$ cat src/inc/stop_brake_pkg.sv
// shared constants and types of the stop-mode selector and brake sequencer
// assumes a 25 MHz control clock and a word-addressed plain register port
package stop_brake_pkg;

    // register indices on the plain port
    localparam logic [3:0] OFS_FAULT2_STOP = 4'h0;
    localparam logic [3:0] OFS_OVERTRAVEL_STOP = 4'h1;
    localparam logic [3:0] OFS_FAULT1_STOP = 4'h2;
    localparam logic [3:0] OFS_BRAKE_ON_DELAY = 4'h3;
    localparam logic [3:0] OFS_BRAKE_OFF_DELAY = 4'h4;
    localparam logic [3:0] OFS_SPEED_THRESHOLD = 4'h5;
    localparam logic [3:0] OFS_SERVO_OFF_DELAY = 4'h6;
    localparam logic [3:0] OFS_CONTROL = 4'h7;
    localparam logic [3:0] OFS_STATUS = 4'h8;

    // reset values
    localparam logic [15:0] RST_FAULT2_STOP = 16'h0002;
    localparam logic [15:0] RST_OVERTRAVEL_STOP = 16'h0001;
    localparam logic [15:0] RST_FAULT1_STOP = 16'h0002;
    localparam logic [15:0] RST_BRAKE_ON_DELAY = 16'h00FA;
    localparam logic [15:0] RST_BRAKE_OFF_DELAY = 16'h0096;
    localparam logic [15:0] RST_SPEED_THRESHOLD = 16'h001E;
    localparam logic [15:0] RST_SERVO_OFF_DELAY = 16'h01F4;
    localparam logic [15:0] RST_CONTROL = 16'h0000;

    // accepted ranges of written values
    localparam int FAULT2_MIN = -5;
    localparam int FAULT2_MAX = 3;
    localparam int FAULT2_MAX_EXT = 4;
    localparam logic [15:0] OVERTRAVEL_MAX = 16'h0007;
    localparam logic [15:0] FAULT1_MAX = 16'h0002;
    localparam logic [15:0] BRAKE_ON_MAX = 16'h01F4;
    localparam logic [15:0] BRAKE_OFF_MIN = 16'h0032;
    localparam logic [15:0] BRAKE_OFF_MAX = 16'h03E8;
    localparam logic [15:0] SPEED_MIN = 16'h0014;
    localparam logic [15:0] SPEED_MAX = 16'h0BB8;
    localparam logic [15:0] SERVO_OFF_MIN = 16'h0001;
    localparam logic [15:0] SERVO_OFF_MAX = 16'h03E8;

    // control register fields
    localparam int CTL_BRAKE_FUNC_BIT = 0;
    localparam int CTL_PRIORITY_BIT = 2;
    localparam logic [15:0] CTL_WRITE_MASK = 16'h0005;

    // timing
    localparam int CLOCK_PERIOD_NS = 40;
    localparam int MILLISECOND_NS = 1000000;
    localparam int CYCLES_PER_MS = MILLISECOND_NS / CLOCK_PERIOD_NS;

    typedef enum logic [2:0] {
        DEC_NONE = 3'h0,
        DEC_COAST = 3'h1,
        DEC_DB = 3'h2,
        DEC_ZERO_SPEED = 3'h3,
        DEC_ETORQUE = 3'h4,
        DEC_RAMP_PROFILE = 3'h5,
        DEC_RAMP_QUICK = 3'h6
    } decel_t;

    typedef enum logic [1:0] {
        POST_DEENERGIZE = 2'h0,
        POST_DB = 2'h1,
        POST_LOCK = 2'h2
    } post_t;

    typedef enum logic [2:0] {
        CAUSE_NONE = 3'h0,
        CAUSE_FAULT1 = 3'h1,
        CAUSE_FAULT2 = 3'h2,
        CAUSE_OVERTRAVEL = 3'h3,
        CAUSE_SERVO_OFF = 3'h4
    } cause_t;

    typedef struct packed {
        logic active;
        decel_t decel;
        post_t post;
    } stop_plan_t;

endpackage

$ cat src/inc/ms_tick_if.sv
// carries the millisecond enable from the divider to the sequencer
// assumes both ends share the one control clock
`timescale 1ns/100ps
interface ms_tick_if;
    logic tick;
    modport source (output tick);
    modport sink (input tick);
endinterface

$ cat src/logic/ms_tick_divider.sv
// millisecond enable divider
// assumes a synchronised active-low reset from the top module
`timescale 1ns/100ps
module ms_tick_divider #(
    parameter int CYCLES = 25000
) (
    input wire logic clk,
    input wire logic rst_n,
    ms_tick_if.source tick_out
);
    initial begin
        if (CYCLES < 2 || CYCLES > 65536) begin
            $error("ms_tick_divider: CYCLES out of range");
        end
    end

    logic [15:0] count_reg;
    logic [15:0] count_next;
    logic tick_reg;
    logic tick_next;

    always_comb begin
        tick_next = (count_reg == 16'(CYCLES - 1));
        count_next = tick_next ? 16'h0000 : count_reg + 16'h0001;
    end

    always_ff @(posedge clk or negedge rst_n) begin
        if (!rst_n) begin
            count_reg <= 16'h0000;
            tick_reg <= 1'b0;
        end else begin
            count_reg <= count_next;
            tick_reg <= tick_next;
        end
    end

    assign tick_out.tick = tick_reg;
endmodule

$ cat src/logic/servo_stop_brake_sequencer.sv
// stop-mode selector and holding-brake sequencer of a servo drive
// assumes synchronous inputs and a software master on the plain register port
`timescale 1ns/100ps
module servo_stop_brake_sequencer
    import stop_brake_pkg::*;
#(
    parameter bit EXTENDED_VARIANT = 1'b0,
    parameter bit NO_DYNAMIC_BRAKE_VARIANT = 1'b0,
    parameter int MS_CYCLES = CYCLES_PER_MS
) (
    input wire logic clk,
    input wire logic reset_n,
    input wire logic [3:0] reg_addr,
    input wire logic [15:0] reg_wdata,
    input wire logic reg_write,
    input wire logic reg_read,
    output logic [15:0] reg_rdata,
    input wire logic servo_enable,
    input wire logic fault1_active,
    input wire logic fault2_active,
    input wire logic overtravel_active,
    input wire logic motor_at_standstill,
    input wire logic [15:0] motor_speed_rpm,
    output logic power_stage_enable,
    output logic dynamic_brake,
    output logic holding_brake_out,
    output logic reference_accept,
    output decel_t decel_mode,
    output post_t post_state
);
    initial begin
        if (MS_CYCLES < 2) begin
            $error("servo_stop_brake_sequencer: MS_CYCLES too small");
        end
    end

    typedef enum logic [2:0] {
        ST_OFF = 3'b000,
        ST_HOLD_REF = 3'b001,
        ST_RUN = 3'b011,
        ST_STOPPING = 3'b010,
        ST_BRAKE_WAIT = 3'b110,
        ST_STOPPED = 3'b111
    } state_t;

    ////////////////////////////////////////////////////////////////////////////
    // reset release and millisecond enable

    logic rst_meta_reg;
    logic rst_n;

    always_ff @(posedge clk or negedge reset_n) begin
        if (!reset_n) begin
            rst_meta_reg <= 1'b0;
            rst_n <= 1'b0;
        end else begin
            rst_meta_reg <= 1'b1;
            rst_n <= rst_meta_reg;
        end
    end

    ms_tick_if ms_tick ();

    ms_tick_divider #(
        .CYCLES(MS_CYCLES)
    ) divider (
        .clk(clk),
        .rst_n(rst_n),
        .tick_out(ms_tick.source)
    );

    ////////////////////////////////////////////////////////////////////////////
    // stop code decoding

    function automatic stop_plan_t decode_stop(cause_t cause, logic [15:0] code, logic forced);
        stop_plan_t p;
        p = '{active: 1'b1, decel: DEC_RAMP_QUICK, post: POST_DEENERGIZE};
        unique case (cause)
            CAUSE_FAULT2: begin
                if (forced) begin
                    p = '{1'b1, DEC_RAMP_QUICK, POST_DEENERGIZE};
                end else begin
                    case (code)
                        16'hFFFB: p = '{1'b1, DEC_ZERO_SPEED, POST_DB};
                        16'hFFFC: p = '{1'b1, DEC_ETORQUE, POST_DB};
                        16'hFFFD: p = '{1'b1, DEC_RAMP_QUICK, POST_DB};
                        16'hFFFE: p = '{1'b1, DEC_RAMP_PROFILE, POST_DB};
                        16'hFFFF: p = '{1'b1, DEC_DB, POST_DB};
                        16'h0000: p = '{1'b1, DEC_COAST, POST_DEENERGIZE};
                        16'h0001: p = '{1'b1, DEC_RAMP_PROFILE, POST_DEENERGIZE};
                        16'h0002: p = '{1'b1, DEC_RAMP_QUICK, POST_DEENERGIZE};
                        16'h0003: p = '{1'b1, DEC_ETORQUE, POST_DEENERGIZE};
                        16'h0004: p = '{1'b1, DEC_DB, POST_DEENERGIZE};
                        default: p = '{1'b1, DEC_COAST, POST_DEENERGIZE};
                    endcase
                end
            end
            CAUSE_OVERTRAVEL: begin
                if (forced) begin
                    p = '{1'b1, DEC_RAMP_QUICK, POST_LOCK};
                end else begin
                    case (code)
                        16'h0000: p = '{1'b1, DEC_COAST, POST_DEENERGIZE};
                        16'h0001: p = '{1'b1, DEC_ZERO_SPEED, POST_LOCK};
                        16'h0002: p = '{1'b1, DEC_ZERO_SPEED, POST_DEENERGIZE};
                        16'h0003: p = '{1'b1, DEC_RAMP_QUICK, POST_DEENERGIZE};
                        16'h0004: p = '{1'b1, DEC_RAMP_QUICK, POST_LOCK};
                        16'h0005: p = '{1'b1, DEC_DB, POST_DEENERGIZE};
                        16'h0006: p = '{1'b1, DEC_DB, POST_DB};
                        default: p = '{1'b0, DEC_NONE, POST_DEENERGIZE};
                    endcase
                end
            end
            CAUSE_FAULT1: begin
                if (forced && NO_DYNAMIC_BRAKE_VARIANT) begin
                    p = '{1'b1, DEC_COAST, POST_DEENERGIZE};
                end else if (forced) begin
                    p = '{1'b1, DEC_DB, POST_DB};
                end else begin
                    case (code)
                        16'h0001: p = '{1'b1, DEC_DB, POST_DEENERGIZE};
                        16'h0002: p = '{1'b1, DEC_DB, POST_DB};
                        default: p = '{1'b1, DEC_COAST, POST_DEENERGIZE};
                    endcase
                end
            end
            CAUSE_SERVO_OFF: p = '{1'b1, DEC_RAMP_QUICK, POST_DEENERGIZE};
            CAUSE_NONE: p = '{1'b0, DEC_NONE, POST_DEENERGIZE};
        endcase
        return p;
    endfunction

    ////////////////////////////////////////////////////////////////////////////
    // register file

    logic [15:0] f2_sel_reg, f2_sel_next, ot_sel_reg, ot_sel_next, f1_sel_reg, f1_sel_next;
    logic [15:0] f2_act_reg, f2_act_next, ot_act_reg, ot_act_next, f1_act_reg, f1_act_next;
    logic [15:0] on_delay_reg, on_delay_next, off_delay_reg, off_delay_next;
    logic [15:0] speed_thr_reg, speed_thr_next, soff_delay_reg, soff_delay_next;
    logic [15:0] control_reg, control_next, rdata_reg, rdata_next;
    logic [15:0] status_word;
    logic f2_ok;
    logic forced;

    // out-of-range writes are dropped so the decoders never see an illegal code
    assign f2_ok = $signed(reg_wdata) >= 16'(FAULT2_MIN)
        && $signed(reg_wdata) <= 16'(EXTENDED_VARIANT ? FAULT2_MAX_EXT : FAULT2_MAX);
    assign forced = control_reg[CTL_BRAKE_FUNC_BIT] && !control_reg[CTL_PRIORITY_BIT];

    always_comb begin
        f2_sel_next = f2_sel_reg;
        ot_sel_next = ot_sel_reg;
        f1_sel_next = f1_sel_reg;
        on_delay_next = on_delay_reg;
        off_delay_next = off_delay_reg;
        speed_thr_next = speed_thr_reg;
        soff_delay_next = soff_delay_reg;
        control_next = control_reg;
        if (reg_write) begin
            unique case (reg_addr)
                OFS_FAULT2_STOP: if (f2_ok) f2_sel_next = reg_wdata;
                OFS_OVERTRAVEL_STOP: if (reg_wdata <= OVERTRAVEL_MAX) ot_sel_next = reg_wdata;
                OFS_FAULT1_STOP: if (reg_wdata <= FAULT1_MAX) f1_sel_next = reg_wdata;
                OFS_BRAKE_ON_DELAY: if (reg_wdata <= BRAKE_ON_MAX) on_delay_next = reg_wdata;
                OFS_BRAKE_OFF_DELAY: begin
                    if (reg_wdata >= BRAKE_OFF_MIN && reg_wdata <= BRAKE_OFF_MAX) off_delay_next = reg_wdata;
                end
                OFS_SPEED_THRESHOLD: begin
                    if (reg_wdata >= SPEED_MIN && reg_wdata <= SPEED_MAX) speed_thr_next = reg_wdata;
                end
                OFS_SERVO_OFF_DELAY: begin
                    if (reg_wdata >= SERVO_OFF_MIN && reg_wdata <= SERVO_OFF_MAX) soff_delay_next = reg_wdata;
                end
                OFS_CONTROL: control_next = reg_wdata & CTL_WRITE_MASK;
                default: ;
            endcase
        end
        // a selection written in motion waits here until the next standstill
        f2_act_next = motor_at_standstill ? f2_sel_reg : f2_act_reg;
        ot_act_next = motor_at_standstill ? ot_sel_reg : ot_act_reg;
        f1_act_next = motor_at_standstill ? f1_sel_reg : f1_act_reg;
        rdata_next = 16'h0000;
        if (reg_read) begin
            unique case (reg_addr)
                OFS_FAULT2_STOP: rdata_next = f2_sel_reg;
                OFS_OVERTRAVEL_STOP: rdata_next = ot_sel_reg;
                OFS_FAULT1_STOP: rdata_next = f1_sel_reg;
                OFS_BRAKE_ON_DELAY: rdata_next = on_delay_reg;
                OFS_BRAKE_OFF_DELAY: rdata_next = off_delay_reg;
                OFS_SPEED_THRESHOLD: rdata_next = speed_thr_reg;
                OFS_SERVO_OFF_DELAY: rdata_next = soff_delay_reg;
                OFS_CONTROL: rdata_next = control_reg;
                OFS_STATUS: rdata_next = status_word;
                default: rdata_next = 16'h0000;
            endcase
        end
    end

    always_ff @(posedge clk or negedge rst_n) begin
        if (!rst_n) begin
            f2_sel_reg <= RST_FAULT2_STOP;
            ot_sel_reg <= RST_OVERTRAVEL_STOP;
            f1_sel_reg <= RST_FAULT1_STOP;
            f2_act_reg <= RST_FAULT2_STOP;
            ot_act_reg <= RST_OVERTRAVEL_STOP;
            f1_act_reg <= RST_FAULT1_STOP;
            on_delay_reg <= RST_BRAKE_ON_DELAY;
            off_delay_reg <= RST_BRAKE_OFF_DELAY;
            speed_thr_reg <= RST_SPEED_THRESHOLD;
            soff_delay_reg <= RST_SERVO_OFF_DELAY;
            control_reg <= RST_CONTROL;
            rdata_reg <= 16'h0000;
        end else begin
            f2_sel_reg <= f2_sel_next;
            ot_sel_reg <= ot_sel_next;
            f1_sel_reg <= f1_sel_next;
            f2_act_reg <= f2_act_next;
            ot_act_reg <= ot_act_next;
            f1_act_reg <= f1_act_next;
            on_delay_reg <= on_delay_next;
            off_delay_reg <= off_delay_next;
            speed_thr_reg <= speed_thr_next;
            soff_delay_reg <= soff_delay_next;
            control_reg <= control_next;
            rdata_reg <= rdata_next;
        end
    end

    ////////////////////////////////////////////////////////////////////////////
    // stop sequencer

    state_t state_reg, state_next;
    logic [15:0] count_reg, count_next;
    cause_t cause_reg, cause_next, cause_now;
    stop_plan_t plan_reg, plan_next, plan_now, ot_plan;
    logic power_reg, power_next, db_reg, db_next, brake_reg, brake_next, accept_reg, accept_next;
    logic count_done;

    assign count_done = (count_reg == 16'h0000);
    assign ot_plan = decode_stop(CAUSE_OVERTRAVEL, ot_act_reg, forced);

    // class-1 outranks class-2, which outranks overtravel and then servo-off
    always_comb begin
        cause_now = CAUSE_NONE;
        if (fault1_active) begin
            cause_now = CAUSE_FAULT1;
        end else if (fault2_active) begin
            cause_now = CAUSE_FAULT2;
        end else if (overtravel_active && ot_plan.active) begin
            cause_now = CAUSE_OVERTRAVEL;
        end else if (!servo_enable) begin
            cause_now = CAUSE_SERVO_OFF;
        end
        unique case (cause_now)
            CAUSE_FAULT1: plan_now = decode_stop(CAUSE_FAULT1, f1_act_reg, forced);
            CAUSE_FAULT2: plan_now = decode_stop(CAUSE_FAULT2, f2_act_reg, forced);
            CAUSE_OVERTRAVEL: plan_now = ot_plan;
            default: plan_now = decode_stop(cause_now, 16'h0000, forced);
        endcase
    end

    always_comb begin
        state_next = state_reg;
        count_next = (ms_tick.tick && !count_done) ? count_reg - 16'h0001 : count_reg;
        cause_next = cause_reg;
        plan_next = plan_reg;
        power_next = power_reg;
        db_next = db_reg;
        brake_next = brake_reg;
        accept_next = 1'b0;
        unique case (state_reg)
            ST_OFF: begin
                power_next = 1'b0;
                db_next = 1'b0;
                brake_next = 1'b0;
                if (cause_now == CAUSE_NONE) begin
                    state_next = ST_HOLD_REF;
                    power_next = 1'b1;
                    brake_next = 1'b1;
                    count_next = on_delay_reg;
                end
            end
            ST_HOLD_REF, ST_RUN: begin
                accept_next = (state_reg == ST_RUN) || count_done;
                if (state_reg == ST_HOLD_REF && count_done) state_next = ST_RUN;
                if (cause_now != CAUSE_NONE) begin
                    accept_next = 1'b0;
                    cause_next = cause_now;
                    plan_next = plan_now;
                    power_next = motor_at_standstill || !(plan_now.decel inside {DEC_COAST, DEC_DB});
                    db_next = !motor_at_standstill && (plan_now.decel == DEC_DB);
                    if (motor_at_standstill) begin
                        state_next = ST_BRAKE_WAIT;
                        brake_next = 1'b0;
                        count_next = off_delay_reg;
                    end else begin
                        state_next = ST_STOPPING;
                        count_next = soff_delay_reg;
                    end
                end
            end
            ST_STOPPING: begin
                if (count_done || motor_speed_rpm < speed_thr_reg) begin
                    brake_next = 1'b0;
                end
                if (motor_at_standstill && !brake_reg) begin
                    state_next = ST_STOPPED;
                end else if (motor_at_standstill) begin
                    state_next = ST_BRAKE_WAIT;
                    brake_next = 1'b0;
                    count_next = off_delay_reg;
                end
            end
            ST_BRAKE_WAIT: begin
                if (count_done) state_next = ST_STOPPED;
            end
            ST_STOPPED: begin
                // post-stop state holds until both faults clear and no overtravel with an active stop plan remains
                power_next = (plan_reg.post == POST_LOCK);
                db_next = (plan_reg.post == POST_DB);
                brake_next = 1'b0;
                if (!fault1_active && !fault2_active && !(overtravel_active && ot_plan.active)) begin
                    state_next = ST_OFF;
                    cause_next = CAUSE_NONE;
                end
            end
        endcase
    end

    always_ff @(posedge clk or negedge rst_n) begin
        if (!rst_n) begin
            state_reg <= ST_OFF;
            count_reg <= 16'h0000;
            cause_reg <= CAUSE_NONE;
            plan_reg <= '{1'b0, DEC_NONE, POST_DEENERGIZE};
            power_reg <= 1'b0;
            db_reg <= 1'b0;
            brake_reg <= 1'b0;
            accept_reg <= 1'b0;
        end else begin
            state_reg <= state_next;
            count_reg <= count_next;
            cause_reg <= cause_next;
            plan_reg <= plan_next;
            power_reg <= power_next;
            db_reg <= db_next;
            brake_reg <= brake_next;
            accept_reg <= accept_next;
        end
    end

    assign status_word = {5'h00, cause_reg, state_reg, accept_reg, brake_reg, db_reg, power_reg, forced};
    assign reg_rdata = rdata_reg;
    assign power_stage_enable = power_reg;
    assign dynamic_brake = db_reg;
    assign holding_brake_out = brake_reg;
    assign reference_accept = accept_reg;
    assign decel_mode = plan_reg.decel;
    assign post_state = plan_reg.post;
endmodule

$ cat config.mk
export PLATFORM = sky130hd
export DESIGN_NAME = servo_stop_brake_sequencer
export DESIGN_NICKNAME = d
export VERILOG_FILES = /design/src/inc/stop_brake_pkg.sv /design/src/inc/ms_tick_if.sv /design/src/logic/ms_tick_divider.sv /design/src/logic/servo_stop_brake_sequencer.sv
export SDC_FILE = /design/constraint.sdc
export NUM_CORES = 1
export LEC_CHECK = 0
export BUFFER_PORTS_ARGS = -buffer_cell sky130_fd_sc_hd__buf_4
export CAP_MARGIN = 10
export CORE_MARGIN = 2
export CORE_UTILIZATION = 60
export CTS_CLUSTER_SIZE = 12
export DETAILED_ROUTE_END_ITERATION = 12
export GPL_TIMING_DRIVEN = 0
export PLACE_DENSITY = 0.79
export SYNTH_ARGS = -nofsm -noshare
export SYNTH_HDL_FRONTEND = slang
export SYNTH_HIERARCHICAL = 1
export SYNTH_SLANG_ARGS = --single-unit
export TNS_END_PERCENT = 50
$ cat constraint.sdc
create_clock -name clk -period 7.6 [get_ports clk]
set_clock_uncertainty 0.1 [all_clocks]
set_input_delay 1.52 -clock clk [delete_from_list [all_inputs] [get_ports clk]]
set_output_delay 1.52 -clock clk [all_outputs]
set_load 0.01 [all_outputs]
; Yosys cells after proc, flatten, opt, wreduce, memory -nomap -nowiden
; Index checks and enable logic that the tools add are counted.
[totals]
output_inout_bits = 25
in_bits = 45
ff_bits = 228
wordCells = 177
[op_classes]
n_mux = 46
order_cmp = 11
n_reduce_logical = 47
n_eq_ne = 46
addsub = 2
[op_table]
columns = op, count
row1 = 16-bit case mux with 9 select lines, 1
row2 = 16-bit two-way mux, 8
row3 = 16-bit equality test (second input constant), 5
row4 = 16-bit by 2-bit equality test with 1-bit output (second input constant), 5
row5 = 16-bit by 3-bit equality test with 1-bit output (second input constant), 4
row6 = 16-bit by 1-bit equality test with 1-bit output (second input constant), 3
row7 = 16-bit case mux with 3 select lines, 1
row8 = 5-bit case mux with 9 select lines, 1
row9 = 6-bit case mux with 7 select lines, 1
row10 = 3-bit two-way mux, 13
row11 = 16-bit by 3-bit <= comparator with 1-bit output (second input constant), 2
row12 = 16-bit zero test, 2
row13 = 3-bit AND reduction, 9
row14 = 16-bit by 1-bit adder with 16-bit output (second input constant), 1
row15 = 16-bit by 15-bit equality test with 1-bit output (second input constant), 1
row16 = 4-bit by 3-bit equality test with 1-bit output (second input constant), 4
row17 = 16-bit by 1-bit >= comparator with 1-bit output (second input constant), 1
row18 = 16-bit by 4-bit >= comparator with 1-bit output (second input constant), 1
row19 = 16-bit by 5-bit >= comparator with 1-bit output (second input constant), 1
row20 = 16-bit by 6-bit >= comparator with 1-bit output (second input constant), 1
row21 = 16-bit by 10-bit <= comparator with 1-bit output (second input constant), 1
row22 = 16-bit by 12-bit <= comparator with 1-bit output (second input constant), 1
row23 = 16-bit by 2-bit <= comparator with 1-bit output (second input constant), 1
row24 = 16-bit by 9-bit <= comparator with 1-bit output (second input constant), 1
row25 = 34 further kinds, 83

; Depth between registers and ports, before layout
[logic_depth]
ltp_word = 16
depth_mapped = 9
depth_no_buf = 9

; By module
; Netlist, hierarchy kept.
[modules_own_cells]
columns = mod, cells_each, area_per_inst_um2, instances
row1 = servo_stop_brake_sequencer, 944, 10188.5, 1
row2 = ms_tick_divider, 67, 769.5, 1

; Least setup slack after synthesis
; Ideal clock, no wire load.
[synth_path]
kind = input to register
from = input reg_wdata[15]
to = register soff_delay_reg[9]
path_slack_ps = 3795
arrival_ps = 3581
n_path_buf = 2
setup_ps = 125
cell_stages = 8
path_cell_list = or4_1 -> nor3_2 -> nand2_1 -> nor4_1 -> o31a_1 -> buf_2 -> buf_4 -> mux2_2
[synth_via]
elab_chain_len = 3
word_cells_on_any_way = 4
cone_classes = 2 x order compare / 2 x reduce/logical
[synth_rtl]
columns = item, line_no
row1 = start: declaration, servo_stop_brake_sequencer.sv:14  ; input wire logic [15:0] reg_wdata,
row2 = 16-bit by 1-bit >= comparator with 1-bit output or 16-bit by 10-bit <= comparator with 1-bit output (tied branches), servo_stop_brake_sequencer.sv:172  ; if (reg_wdata >= SERVO_OFF_MIN && reg_wdata <= SERVO_OFF_MAX) soff_delay_next = reg_wdata;
row3 = 1-bit logical AND *, servo_stop_brake_sequencer.sv:172
row4 = 3-bit AND reduction (no line) *, --
row5 = end signal: assignment, servo_stop_brake_sequencer.sv:223  ; soff_delay_reg <= soff_delay_next;
row6 = end: declaration, servo_stop_brake_sequencer.sv:139  ; logic [15:0] speed_thr_reg, speed_thr_next, soff_delay_reg, soff_delay_next;
; Every way passes the cells marked *; elsewhere a longest branch is shown, timed or not.
; A chain may end at the register's enable or synchronous reset.

; Worst setup path in the final report
; Same ends and word-level chain as after synthesis.

==> run_results.csv <==
group,metric,value,unit
detailed_routing,drcViolationCount,0,
timing,fmax,0.254,GHz
die,num_rows,49,
run_status,status,"completed",
power,power.total,0.00311,W
grt,grt_pass1_vias,8669,
die,initial_utilization,61.0,%
power,power-per-cell-area,247,mW/mm^2
clocking,clock_sinks,228,
synthesis,synth_top_cell_area_share,46.1,%
timing,max_slew.worst_pin.slew,1.15,ns
worst_setup_path,critical_path_required,7.90,ns
timing,final_max_slew_viol_count,0,
timing,period_needed,3.94,ns
synthesis,synthTopCellsByArea,"dfrtp_1 (46%), mux2_2 (8.7%), dfstp_2 (6.2%)",
worst_setup_path,reg2reg_from,"control_reg[0]",
grt,grt_pass1_wl,49200,um
clocking,clockBufferDepth,3,
final_layout,design_area,0.0126,mm^2
place,gp_congestion,0.951,
synthesis,yosysSeqAreaShare,52.4,%
synthesis,synth_cell_types,74,
synthesis,yosysMostFrequentCell,"dfrtp_1",
min_path,hp-class,"reg2async",
grt,grt_max_degree,68,
synthesis,synthesis.nets,1073,
timing,whs,0.245,ns
die,die_y,139,um
timing,final_hold_viol_count,0,
place,dp_hpwl,23000,um
synthesis,avgSynthCellArea,10.8,um^2
worst_setup_path,critical_path_class,"in2reg",
clocking,htree_levels,1,
timing,finalCritPeriodShare,51.8,%
detailed_routing,drt_iter0_markers,1255,
final_layout,n_fill_cell,1322,
clocking,postCtsResizedCells,0,
final_layout,final_layout_size_suffix_gt1_share,20.8,%
timing,rsz0062_at_grt,"false",
grt,antenna_found_initial,0,
worst_setup_path,path_cells,"buf_4 > or4_1 > nor3_2 > nand2_1 > nor4_1 > o31a_1 > buf_2 > buf_4 > mux2_2",
place,port-buffer-count,62,
die,ios,70,
place,dpl_cell_area,0.0118,mm^2
power,leakage,5.84,nW
synthesis,synthCells,1011,
synthesis,ys.flop_type,"dfrtp_1",
synthesis,synth_largest_area_cell,"dfrtp_1",
worst_setup_path,worst_setup_path_end_kind,"register",
clocking,insertion_delay,0.52,ns
final_layout,syn_to_final_growth,14.7,%
final_layout,finalNetCount,1166,
clocking,hold_buffers,0,
worst_setup_path,worstSetupPathDepth,9,
detailed_routing,wire_per_inst,23.0,um
detailed_routing,drt-total-wl,31100,um
synthesis,synth-async-reset-ratio,100,%
worst_setup_path,reg2reg_depth,8,
clocking,cts_setup_buffers,0,
timing,setup_viol,0,
worst_setup_path,r2r-end,"count_reg[3]",
detailed_routing,vias,8897,
worst_setup_path,critPathSlowestCell,"or4_1",
clocking,tritoncts,"built",
detailed_routing,via_per_inst,6.59,
timing,slew_headroom,22.5,%
worst_setup_path,start_kind,"primary input",
power,peakVddDrop,265,uV
die,die_x,139,um
grt,grt_usage,32.6,%
clocking,path_clk_slew,0.06,ns
detailed_routing,dr.pass1.iters,8,
job,max_cap_viol_count,0,
worst_setup_path,regToRegSetupSlack,4.27,ns
detailed_routing,ant_nets,0,
synthesis,netlist_area,0.0110,mm^2
synthesis,synth_common_cells,"dfrtp_1 (202), mux2_2 (85), nand2_1 (66)",
synthesis,yosysWarningCount,6,
synthesis,ys_ff_latch,228,
die,core-area,0.0180,mm^2
grt,grt-ovfl-total,0,
clocking,cts-root-buf,"clkbuf_16",
worst_setup_path,critPathBufInv,3,
worst_setup_path,slowest_delay,0.57,ns
die,die_area,0.0194,mm^2
worst_setup_path,worstPathArrival,4.24,ns
final_layout,n_antenna_cell,0,
worst_setup_path,cp_common_cell,"buf_4",
worst_setup_path,cp_max_fo,10,
clocking,cts_made_buffers,25,
synthesis,synth_edf_count,0,
worst_setup_path,cp_top_family,"simple AND/OR/NAND/NOR gates",
[kinds of logic (layout without fill, tap and decap cells)]
kind of cell	after synthesis	count (layout)	synth area share [%]
compound gates	216	216	13.9
xor+xnor	29	29	2.32
fa+ha+maj	17	17	1.94
buf+inv	84	194	3.01
flops	228	228	52.4
mux	96	96	9.83
other cells	1	1	0.0342
simple gates	340	340	16.6
[layer usage]
metal / GRT usage [%] / up-vias / part of all wire (%)
met3: 6.63 / 104 / 9.4
met2: 50.6 / 518 / 46
li1: - / 3898 / -
met5: 0 / - / 0
met4: 13.2 / 0 / 5.0
met1: 45.6 / 4377 / 40
[worst max-delay path by stage]
stage             startpoint           endpoint  slack, ns
2_1_floorplan          rst_n          async pin       0.72
3_3_place_gp           rst_n     f1_sel_reg[11]      -1.56
3_5_place_dp   reg_wdata[15]  soff_delay_reg[9]       3.16
4_1_cts        reg_wdata[15]  soff_delay_reg[9]       3.70
5_1_grt        reg_wdata[15]  soff_delay_reg[9]       3.49
6_report       reg_wdata[15]  soff_delay_reg[9]       3.66
[report_power, final]
group	switching [W]	leakage (nW)	total [W]	internal [W]
Clock	0.000469	0.368	0.00111	0.000637
Sequential	0.0000783	2.97	0.00138	0.00130
Combinational	0.000389	2.50	0.000621	0.000232
Total	0.000936	5.84	0.00311	0.00217
[area by class of cell]
class	count	area, um^2	share of cell area [%]
inverter	27	101	0.806
multi-input combinational	699	4890	38.9
buffer	57	229	1.82
clock inverter	7	42.5	0.339
tap	229	287	2.28
clock buffer	37	701	5.58
timing repair buffer	66	576	4.58
sequential	228	5740	45.7
[per-stage QoR]
stage                     cells  setup TNS (ns)  setup WS [ns]  utilization, %
after floorplan            1011               0          0.721               -
after global placement     1302         -307.42          -1.56            65.2
after detailed placement   1306               0           3.16            65.8
after CTS                  1350               0           3.70            70.0
after global routing       1350               0           3.49            70.0
final                      1350               0           3.66            70.0
[placed cells by master, fill, tap and decap left out, drive strengths merged, types with 5 or more instances in the layout]
cell / netlist / final
dfrtp: 202 / 202
mux2: 93 / 93
clkbuf: 50 / 87
buf: 7 / 73
nand2: 66 / 66
nor2: 59 / 59
nand3: 47 / 47
nor2b: 41 / 41
o21ai: 37 / 37
a21oi: 33 / 33
nor3: 31 / 31
inv: 27 / 28
dfstp: 26 / 26
a31oi: 23 / 23
a21o: 19 / 19
xnor2: 18 / 18
ha: 17 / 17
and2: 17 / 17
nor4: 15 / 15
nand4: 14 / 14
a22oi: 14 / 14
a222oi: 14 / 14
nand2b: 13 / 13
a22o: 13 / 13
a221oi: 12 / 12
xor2: 11 / 11
o2111ai: 8 / 8
or4: 8 / 8
and3: 7 / 7
or3: 7 / 7
o21bai: 6 / 6
clkinv: 0 / 6
o22ai: 5 / 5
and4: 5 / 5
[worst reg2reg max path: stages, from the launching register on]
cell and delay (ns):
dfrtp_1 0.39, nor2b_1 0.58, o21ai_0 0.35, a22oi_1 0.50, nand2b_1 0.17, a21boi_1 0.45, clkbuf_1 0.45, nand2_1 0.13
nand4_1 0.14
Note: power is estimated with default switching activity, not from simulation.
